==> src/logic/plc_defs.svh <==
// plc_defs.svh: offsets, field positions and reset values of the loop
// control register bank; assumes inclusion by bare name from logic/.
`ifndef PLC_DEFS_SVH
`define PLC_DEFS_SVH

// register offsets
`define PLC_OFF_ZERO_RES 10'h01d
`define PLC_OFF_PUMP_CUR 10'h0f0
`define PLC_OFF_FB_DIV 10'h0f1
`define PLC_OFF_LOOP_CTL 10'h0f2
`define PLC_OFF_OSC_CTL 10'h0f3

// field positions
`define PLC_ZR_MSB 3
`define PLC_FB_A_MSB 7
`define PLC_FB_A_LSB 6
`define PLC_FB_B_MSB 5
`define PLC_LC_LD_PD 7
`define PLC_LC_RSVD 6
`define PLC_LC_DBL 5
`define PLC_LC_AB_SW 4
`define PLC_LC_AB_MSB 3
`define PLC_LC_AB_LSB 2
`define PLC_LC_CP_MSB 1
`define PLC_OC_FORCE_REL 4
`define PLC_OC_RSVD 3
`define PLC_OC_MID 2
`define PLC_OC_CAL 1

// reset values and fixed codes
`define PLC_RST_ZERO_RES 8'h00
`define PLC_RST_PUMP_CUR 8'h00
`define PLC_RST_FB_DIV 8'h00
`define PLC_RST_LOOP_CTL 8'h0b
`define PLC_RST_OSC_CTL 8'h00
`define PLC_AB_HIGH 2'h2
`define PLC_AB_MIN 2'h0
`define PLC_CP_NORMAL 2'h3

// writable bit masks
`define PLC_MASK_ZERO_RES 8'h0f
`define PLC_MASK_LOOP_CTL 8'hbf
`define PLC_MASK_OSC_CTL 8'h16

`endif

==> src/logic/plc_pkg.sv <==
// plc_pkg.sv: types shared by the loop control register bank;
// assumes plc_defs.svh supplies the numbers.
package plc_pkg;
    typedef logic [7:0] plc_byte_t;
    typedef logic [9:0] plc_addr_t;
    typedef enum logic [1:0] {
        PLC_CP_TRISTATE = 2'h0,
        PLC_CP_UP = 2'h1,
        PLC_CP_DOWN = 2'h2,
        PLC_CP_RUN = 2'h3
    } plc_cp_mode_t;
endpackage : plc_pkg

==> src/logic/plc_regs.sv <==
// plc_regs.sv: register bank steering the dual loop clock generator.
// assumes a simple same-clock write/read port from the serial control
// logic and an asynchronous lock level from the output loop.
// How it works
// - zero resistor code in bits [3:0]
// - eight-bit pump current magnitude held
// - divider holds A [7:6], B [5:0]
// - bit 7 powers down lock detector
// - bit 5 enables reference frequency doubler
// - switch bit zero forces high antibacklash
// - antibacklash field reads high until switched
// - switching on loads minimum antibacklash
// - charge pump mode, reset normal
// - hold sync until lock, then release
// - force bit releases sync one clock after it is set, without lock
// - bit 2 forces midscale control voltage
// - calibrate bit never self clears
`timescale 1ns/1ps
`include "plc_defs.svh"

module plc_regs (
    // clock and reset
    input wire logic clock_i,
    input wire logic reset_i,
    // register port
    input wire logic wr_en_i,
    input wire logic rd_en_i,
    input wire plc_pkg::plc_addr_t addr_i,
    input wire plc_pkg::plc_byte_t wdata_i,
    output plc_pkg::plc_byte_t rdata_o,
    // output loop status
    input wire logic loop_locked_i,
    // analog controls
    output logic [3:0] zero_resistor_code_o,
    output logic [7:0] pump_current_o,
    output logic [1:0] fb_a_count_o,
    output logic [5:0] fb_b_count_o,
    output logic [7:0] fb_ratio_o,
    output logic lock_det_pd_o,
    output logic ref_doubler_en_o,
    output logic [1:0] antibacklash_o,
    output plc_pkg::plc_cp_mode_t cp_mode_o,
    output logic osc_midscale_o,
    output logic osc_cal_o,
    output logic dist_sync_release_o
);
    import plc_pkg::*;

    plc_byte_t zr_r, zr_nxt;
    plc_byte_t pc_r, pc_nxt;
    plc_byte_t fb_r, fb_nxt;
    plc_byte_t lc_r, lc_nxt;
    plc_byte_t oc_r, oc_nxt;
    plc_byte_t rd_r, rd_nxt;
    logic lock_s1_r, lock_s2_r;
    logic rel_r, rel_nxt;
    logic [1:0] ab_eff;
    logic [7:0] ratio;

    always_comb begin
        zr_nxt = zr_r;
        pc_nxt = pc_r;
        fb_nxt = fb_r;
        lc_nxt = lc_r;
        oc_nxt = oc_r;
        if (wr_en_i) begin
            if (addr_i == `PLC_OFF_ZERO_RES) begin
                zr_nxt = wdata_i & `PLC_MASK_ZERO_RES;
            end else if (addr_i == `PLC_OFF_PUMP_CUR) begin
                pc_nxt = wdata_i;
            end else if (addr_i == `PLC_OFF_FB_DIV) begin
                fb_nxt = wdata_i;
            end else if (addr_i == `PLC_OFF_LOOP_CTL) begin
                lc_nxt = wdata_i & `PLC_MASK_LOOP_CTL;
                if (!lc_r[`PLC_LC_AB_SW] && wdata_i[`PLC_LC_AB_SW]) begin
                    lc_nxt[`PLC_LC_AB_MSB:`PLC_LC_AB_LSB] = `PLC_AB_MIN;
                end else if (!wdata_i[`PLC_LC_AB_SW]) begin
                    lc_nxt[`PLC_LC_AB_MSB:`PLC_LC_AB_LSB] = `PLC_AB_HIGH;
                end
            end else if (addr_i == `PLC_OFF_OSC_CTL) begin
                oc_nxt = wdata_i & `PLC_MASK_OSC_CTL;
            end
        end
    end

    always_comb begin
        rd_nxt = rd_r;
        if (rd_en_i) begin
            if (addr_i == `PLC_OFF_ZERO_RES) begin
                rd_nxt = zr_r;
            end else if (addr_i == `PLC_OFF_PUMP_CUR) begin
                rd_nxt = pc_r;
            end else if (addr_i == `PLC_OFF_FB_DIV) begin
                rd_nxt = fb_r;
            end else if (addr_i == `PLC_OFF_LOOP_CTL) begin
                rd_nxt = lc_r;
            end else if (addr_i == `PLC_OFF_OSC_CTL) begin
                rd_nxt = oc_r;
            end else begin
                rd_nxt = 8'h00;
            end
        end
    end

    // lock gating of the distribution sync release
    always_comb begin
        rel_nxt = lock_s2_r | oc_r[`PLC_OC_FORCE_REL];
    end

    always_ff @(posedge clock_i) begin
        if (reset_i) begin
            zr_r <= `PLC_RST_ZERO_RES;
            pc_r <= `PLC_RST_PUMP_CUR;
            fb_r <= `PLC_RST_FB_DIV;
            lc_r <= `PLC_RST_LOOP_CTL;
            oc_r <= `PLC_RST_OSC_CTL;
            rd_r <= 8'h00;
            lock_s1_r <= 1'b0;
            lock_s2_r <= 1'b0;
            rel_r <= 1'b0;
        end else begin
            zr_r <= zr_nxt;
            pc_r <= pc_nxt;
            fb_r <= fb_nxt;
            lc_r <= lc_nxt;
            oc_r <= oc_nxt;
            rd_r <= rd_nxt;
            lock_s1_r <= loop_locked_i;
            lock_s2_r <= lock_s1_r;
            rel_r <= rel_nxt;
        end
    end

    // effective antibacklash and divide ratio
    always_comb begin
        if (lc_r[`PLC_LC_AB_SW]) begin
            ab_eff = lc_r[`PLC_LC_AB_MSB:`PLC_LC_AB_LSB];
        end else begin
            ab_eff = `PLC_AB_HIGH;
        end
        ratio = {fb_r[`PLC_FB_B_MSB:0], 2'h0}
            + {6'h00, fb_r[`PLC_FB_A_MSB:`PLC_FB_A_LSB]};
    end

    assign rdata_o = rd_r;
    assign zero_resistor_code_o = zr_r[`PLC_ZR_MSB:0];
    assign pump_current_o = pc_r;
    assign fb_a_count_o = fb_r[`PLC_FB_A_MSB:`PLC_FB_A_LSB];
    assign fb_b_count_o = fb_r[`PLC_FB_B_MSB:0];
    assign fb_ratio_o = ratio;
    assign lock_det_pd_o = lc_r[`PLC_LC_LD_PD];
    assign ref_doubler_en_o = lc_r[`PLC_LC_DBL];
    assign antibacklash_o = ab_eff;
    assign cp_mode_o = plc_cp_mode_t'(lc_r[`PLC_LC_CP_MSB:0]);
    assign osc_midscale_o = oc_r[`PLC_OC_MID];
    assign osc_cal_o = oc_r[`PLC_OC_CAL];
    assign dist_sync_release_o = rel_r;

    // checks
    AST_ZR_UPPER_ZERO: assert property (
        @(posedge clock_i) disable iff (reset_i) zr_r[7:4] == 4'h0)
        else $error("reserved resistor bits set");
    AST_PUMP_WRITE: assert property (
        @(posedge clock_i) disable iff (reset_i)
        wr_en_i && addr_i == `PLC_OFF_PUMP_CUR
        |=> pump_current_o == $past(wdata_i))
        else $error("pump current not stored");
    AST_RATIO: assert property (
        @(posedge clock_i) disable iff (reset_i)
        fb_ratio_o == 8'(4 * fb_b_count_o + fb_a_count_o))
        else $error("divide ratio wrong");
    AST_AB_AUTO: assert property (
        @(posedge clock_i) disable iff (reset_i)
        !lc_r[`PLC_LC_AB_SW] |-> antibacklash_o == `PLC_AB_HIGH)
        else $error("antibacklash not high in auto");
    AST_AB_SWITCH_MIN: assert property (
        @(posedge clock_i) disable iff (reset_i)
        $rose(lc_r[`PLC_LC_AB_SW]) |-> antibacklash_o == 2'h0)
        else $error("antibacklash not minimum after switch");
    AST_SYNC_LOCK: assert property (
        @(posedge clock_i) disable iff (reset_i)
        (!oc_r[`PLC_OC_FORCE_REL] && !loop_locked_i) [*4]
        |-> !dist_sync_release_o)
        else $error("sync released without lock");
    AST_SYNC_DELAY: assert property (
        @(posedge clock_i) disable iff (reset_i)
        $rose(lock_s2_r) |=> dist_sync_release_o)
        else $error("release late after lock");
    AST_FORCE_REL: assert property (
        @(posedge clock_i) disable iff (reset_i)
        oc_r[`PLC_OC_FORCE_REL] |=> dist_sync_release_o)
        else $error("forced release missing");
    AST_CAL_HOLD: assert property (
        @(posedge clock_i) disable iff (reset_i)
        osc_cal_o && !(wr_en_i && addr_i == `PLC_OFF_OSC_CTL)
        |=> osc_cal_o)
        else $error("calibrate bit cleared itself");
    AST_RD_UNMAPPED: assert property (
        @(posedge clock_i) disable iff (reset_i)
        rd_en_i && addr_i != `PLC_OFF_ZERO_RES
        && addr_i != `PLC_OFF_PUMP_CUR && addr_i != `PLC_OFF_FB_DIV
        && addr_i != `PLC_OFF_LOOP_CTL && addr_i != `PLC_OFF_OSC_CTL
        |=> rdata_o == 8'h00)
        else $error("unmapped read not zero");
    AST_RSVD_ZERO: assert property (
        @(posedge clock_i) disable iff (reset_i)
        {oc_r[7:5], oc_r[`PLC_OC_RSVD], oc_r[0], lc_r[`PLC_LC_RSVD]} == 6'h00)
        else $error("reserved control bits set");
    AST_ZR_WRITE: assert property (
        @(posedge clock_i) disable iff (reset_i)
        wr_en_i && addr_i == `PLC_OFF_ZERO_RES
        |=> zero_resistor_code_o == $past(wdata_i[`PLC_ZR_MSB:0]))
        else $error("resistor code not stored");
    AST_LD_PD: assert property (
        @(posedge clock_i) disable iff (reset_i)
        wr_en_i && addr_i == `PLC_OFF_LOOP_CTL
        |=> lock_det_pd_o == $past(wdata_i[`PLC_LC_LD_PD]))
        else $error("lock detector power-down not stored");
    AST_DOUBLER: assert property (
        @(posedge clock_i) disable iff (reset_i)
        wr_en_i && addr_i == `PLC_OFF_LOOP_CTL
        |=> ref_doubler_en_o == $past(wdata_i[`PLC_LC_DBL]))
        else $error("doubler enable not stored");
    AST_AB_KEEP: assert property (
        @(posedge clock_i) disable iff (reset_i)
        wr_en_i && addr_i == `PLC_OFF_LOOP_CTL && lc_r[`PLC_LC_AB_SW]
        && wdata_i[`PLC_LC_AB_SW]
        |=> antibacklash_o == $past(wdata_i[`PLC_LC_AB_MSB:`PLC_LC_AB_LSB]))
        else $error("programmed antibacklash not applied");
    AST_CP_MODE: assert property (
        @(posedge clock_i) disable iff (reset_i)
        wr_en_i && addr_i == `PLC_OFF_LOOP_CTL
        |=> cp_mode_o == $past(wdata_i[`PLC_LC_CP_MSB:0]))
        else $error("charge pump mode not stored");
    AST_MIDSCALE: assert property (
        @(posedge clock_i) disable iff (reset_i)
        wr_en_i && addr_i == `PLC_OFF_OSC_CTL
        |=> osc_midscale_o == $past(wdata_i[`PLC_OC_MID]))
        else $error("midscale force not stored");
    COV_AB_SWITCH: cover property (@(posedge clock_i)
        $rose(lc_r[`PLC_LC_AB_SW]));
    COV_LOCK_REL: cover property (@(posedge clock_i)
        $rose(dist_sync_release_o) && !oc_r[`PLC_OC_FORCE_REL]);
    COV_FORCE_REL: cover property (@(posedge clock_i)
        oc_r[`PLC_OC_FORCE_REL] && !loop_locked_i);
    COV_CAL: cover property (@(posedge clock_i) $rose(osc_cal_o));
endmodule : plc_regs

==> config.mk <==
export PLATFORM = sky130hd
export DESIGN_NAME = plc_regs
export DESIGN_NICKNAME = d
export VERILOG_FILES = /design/src/logic/plc_pkg.sv /design/src/logic/plc_regs.sv
export VERILOG_INCLUDE_DIRS = /design/src /design/src/logic
export SDC_FILE = /design/constraint.sdc
export NUM_CORES = 1
export LEC_CHECK = 0
export ABC_AREA = 0
export BUFFER_PORTS_ARGS = -buffer_cell sky130_fd_sc_hd__buf_2
export CAP_MARGIN = 20
export CORE_AREA = 2 2 96 98
export DETAILED_ROUTE_END_ITERATION = 8
export DIE_AREA = 0 0 98 100
export GPL_ROUTABILITY_DRIVEN = 0
export HOLD_SLACK_MARGIN = 0.02
export MAX_ROUTING_LAYER = met4
export PLACE_DENSITY_LB_ADDON = 0.12
export SYNTH_ARGS = -nofsm -noshare
export SYNTH_HDL_FRONTEND = slang
export SYNTH_SLANG_ARGS = --single-unit
==> constraint.sdc <==
create_clock -name clock_i -period 1.9 [get_ports clock_i]
set_input_delay 0.38 -clock clock_i [delete_from_list [all_inputs] [get_ports clock_i]]
set_output_delay 0.38 -clock clock_i [all_outputs]
set_load 0.05 [all_outputs]
==> impl_summary.log <==
INFO  metric slew_headroom = 57.4%
INFO  metric vias = 1853
INFO  metric antenna_left = 0
INFO  metric report.final.hold_viol_count = 0
INFO  metric rsz0062_at_grt = false
INFO  metric min_period = 1520 ps
INFO  metric drt_first_iter_violations = 48
INFO  metric worstReg2RegStart = fb_r[7]
INFO  metric peakVddDrop = 0.000199 V
INFO  metric cts.sink_count = 41
INFO  metric cts_buffer_depth = 2
INFO  metric required = 2090 ps
INFO  metric cts_setup_buffers = 0
INFO  metric crit_path_start = addr_i[9]
INFO  metric layout.nets = 316
INFO  metric cts-buffers-inserted = 5
INFO  metric gr-max-usage-layer = met2
INFO  metric finalMaxSlewViolations = 0
INFO  metric maxCapViolCount = 0
INFO  metric max_slew.worst_pin.slew = 640 ps
INFO  metric cts_tree = built
INFO  metric fmaxAchievable = 656 MHz
INFO  metric ctsHtreeMaxLevel = 2
INFO  metric post-route-period-util = 80.2%
INFO  metric multiInputGateArea = 0.00111 sq mm
INFO  metric clock-skew-final = 3.86 ps
INFO  metric worstPathMaxFanout = 5
INFO  metric power_density = 604 mW/mm^2
INFO  metric grt_start_max_net_pins = 43
INFO  metric worst_slack = 376 ps
INFO  metric count_of_mapped_cells_out_of_synthesis = 228
INFO  metric post_cts_hold_buffers = 0
INFO  metric grt-ovfl-total = 0
INFO  metric wire_length_reported_by_the_detailed_router = 6280 um
INFO  metric rr_worst_depth = 3
INFO  metric p_leak = 1.16 nW
INFO  metric syn2layout_area_growth = 26.2%
INFO  metric routed_via_density = 4.59
INFO  metric globalRouteMet1Util = 16.6%
INFO  metric utilization = 29.5%
INFO  metric stdcell_count = 404
INFO  metric fillerInstances = 998
INFO  metric initial_core_util = 23.3%
INFO  metric drt_pass1_iterations = 4
INFO  metric grt_use_total = 13.4%
INFO  metric io_buffers = 67
INFO  metric setup_viol = 0
INFO  metric cts.repair.resized = 0
INFO  metric place.detailed.hpwl = 4810 um
INFO  metric coreArea = 0.00889 sq mm
INFO  metric drc_violations = 0
INFO  metric insertedDiodeCount = 0
INFO  metric avgSynthCellArea = 9.10 sq um
INFO  metric wl_per_cell = 15.5 um
INFO  metric clock_insertion_delay_worst_skew = 290 ps
INFO  metric die_height = 100 um
INFO  metric startpoint_type = input pin
INFO  metric mappedNetlistNets = 251
INFO  metric die_w = 98 um
INFO  metric hp-class = in -> reg
INFO  metric fin_worst_hold_slack = 302 ps
INFO  metric outcome = finished, final reports clean
INFO  metric critPathArrivalTime = 1710 ps
INFO  metric reg2reg_to = rdata_o[7]
INFO  metric grt_util_met3 = 3.27%
INFO  metric synth-seq-area-share = 39.5%
INFO  metric sequential_cell_area = 821 sq um
INFO  metric syn-cell-area = 0.00208 sq mm
INFO  metric grt_pass1_vias = 1875
INFO  metric std_cell_rows = 35
INFO  metric io-pin-count = 68
INFO  metric synth-warning-count = 0
INFO  metric path_class = in -> reg
INFO  metric setup_tns = 0 ps
INFO  metric antenna_found_initial = 0
INFO  metric preCtsSetupSlack = 82.6 ps
INFO  metric mostFrequentLayoutCell = buf_2
INFO  metric grt_util_met2 = 22.4%
INFO  metric clk_transition_reported_paths = 80 ps
INFO  metric post-place-cells = 397
INFO  metric synthDistinctLibCells = 40
INFO  metric reg2reg_slack = 740 ps
INFO  metric root_buffer = clkbuf_8
INFO  metric grt_first_pass_wirelength = 10000 um
INFO  metric end_kind = flop
INFO  metric worst_setup_path_endpoint = rdata_o[7]
INFO  metric dieArea = 0.00980 sq mm
INFO  metric yosys_register_bits = 41
INFO  metric layout_common_cells = buf_2 (67), dfxtp_1 (41), nand2b_1 (25), mux2i_1 (18)
INFO  metric post_route_cells_drive_above_1_share = 34.1%
[metal layers]
layer / routed length (um) / vias up
met4: 43 / 0
li1: - / 925
met1: 2870 / 873
met2: 3050 / 50
met5: 0 / -
met3: 326 / 5
[per-stage QoR]
step	cell area, sq um	power (mW)
6_report	2620	1.58
2_1_floorplan	2080	0.959
3_5_place_dp	2530	1.02
5_1_grt	2620	1.66
4_1_cts	2620	1.61
3_3_place_gp	2530	1.02
[logic make-up after synthesis]
logic type	synth area share [%]
AOI/OAI and AO/OA	12.4
DFF	39.5
and+or+nand+nor	29.2
buffers and inverters	6.87
muxes	11.9
[final cells by class]
class                           instances  share of cell area, %
Multi-Input combinational cell        162                   42.5
Tap cell                              111                   5.30
Clock buffer                            7                   3.30
Timing Repair Buffer                   81                   17.3
Inverter                                2                  0.287
Sequential cell                        41                   31.3
[flip-flops by register name, summed over array words and instances, names as in the netlist]
name and count:
dist_sync_release_o 1, fb_r 8, lc_r 7, lock_s1_r 1
lock_s2_r 1, oc_r 3, pump_current_o 8, rdata_o 8
zr_r 4
[synthesized netlist by cell type]
cell type  instances  area (sq um)
nand3b_1           7          52.6
dfxtp_1           41           821
a22oi_1            1          7.51
a21oi_1           12          60.1
nor4_1             1          6.26
a221oi_1           2          17.5
inv_1              2          7.51
nand3_1            5          25.0
and3_1             3          18.8
or4b_2             1          10.0
nand2b_1          25           156
nor4bb_1           1          10.0
buf_6              1          11.3
a2111oi_2          2          30.0
o211a_1            1          10.0
clkbuf_1           8          30.0
or3b_4             1          11.3
mux2i_1           18           180
mux2_2             6          67.6
nor4_4             1          21.3
a211oi_1           3          22.5
nand4_1            4          25.0
o211ai_1           2          15.0
nor4b_1            1          8.76
nor3_1             1          5.00
a31oi_1            2          12.5
buf_1              1          3.75
nand2_1           15          56.3
nor3b_4            1          18.8
o2111ai_1          1          8.76
buf_4             10          75.1
o21ai_0            9          45.0
a311o_1            2          20.0
and2_1             3          18.8
nor2_1            12          45.0
nor2b_1           15          93.8
or2_2              1          6.26
buf_2              3          15.0
and4_1             2          17.5
a211o_1            1          8.76
[where the power goes]
part	switching (mW)	internal, mW
logic	0.0788	0.0563
registers	0.000770	0.861
clock network	0.295	0.289
[worst min path at each step]
stage,cells past startpoint,start,slack [ps],end
2_1_floorplan,2,lock_s2_r,410,dist_sync_release_o
3_3_place_gp,1,lock_s1_r,420,lock_s2_r
3_5_place_dp,2,lock_s2_r,430,dist_sync_release_o
4_1_cts,2,loop_locked_i,290,lock_s1_r
5_1_grt,2,loop_locked_i,290,lock_s1_r
6_report,2,loop_locked_i,300,lock_s1_r
[worst max-delay path, stage by stage]
cell	delay (ps)
buf_2	120
or3b_4	410
nor4_4	320
a221oi_1	140
a2111oi_2	340
Power figures use the tool's default switching activity.
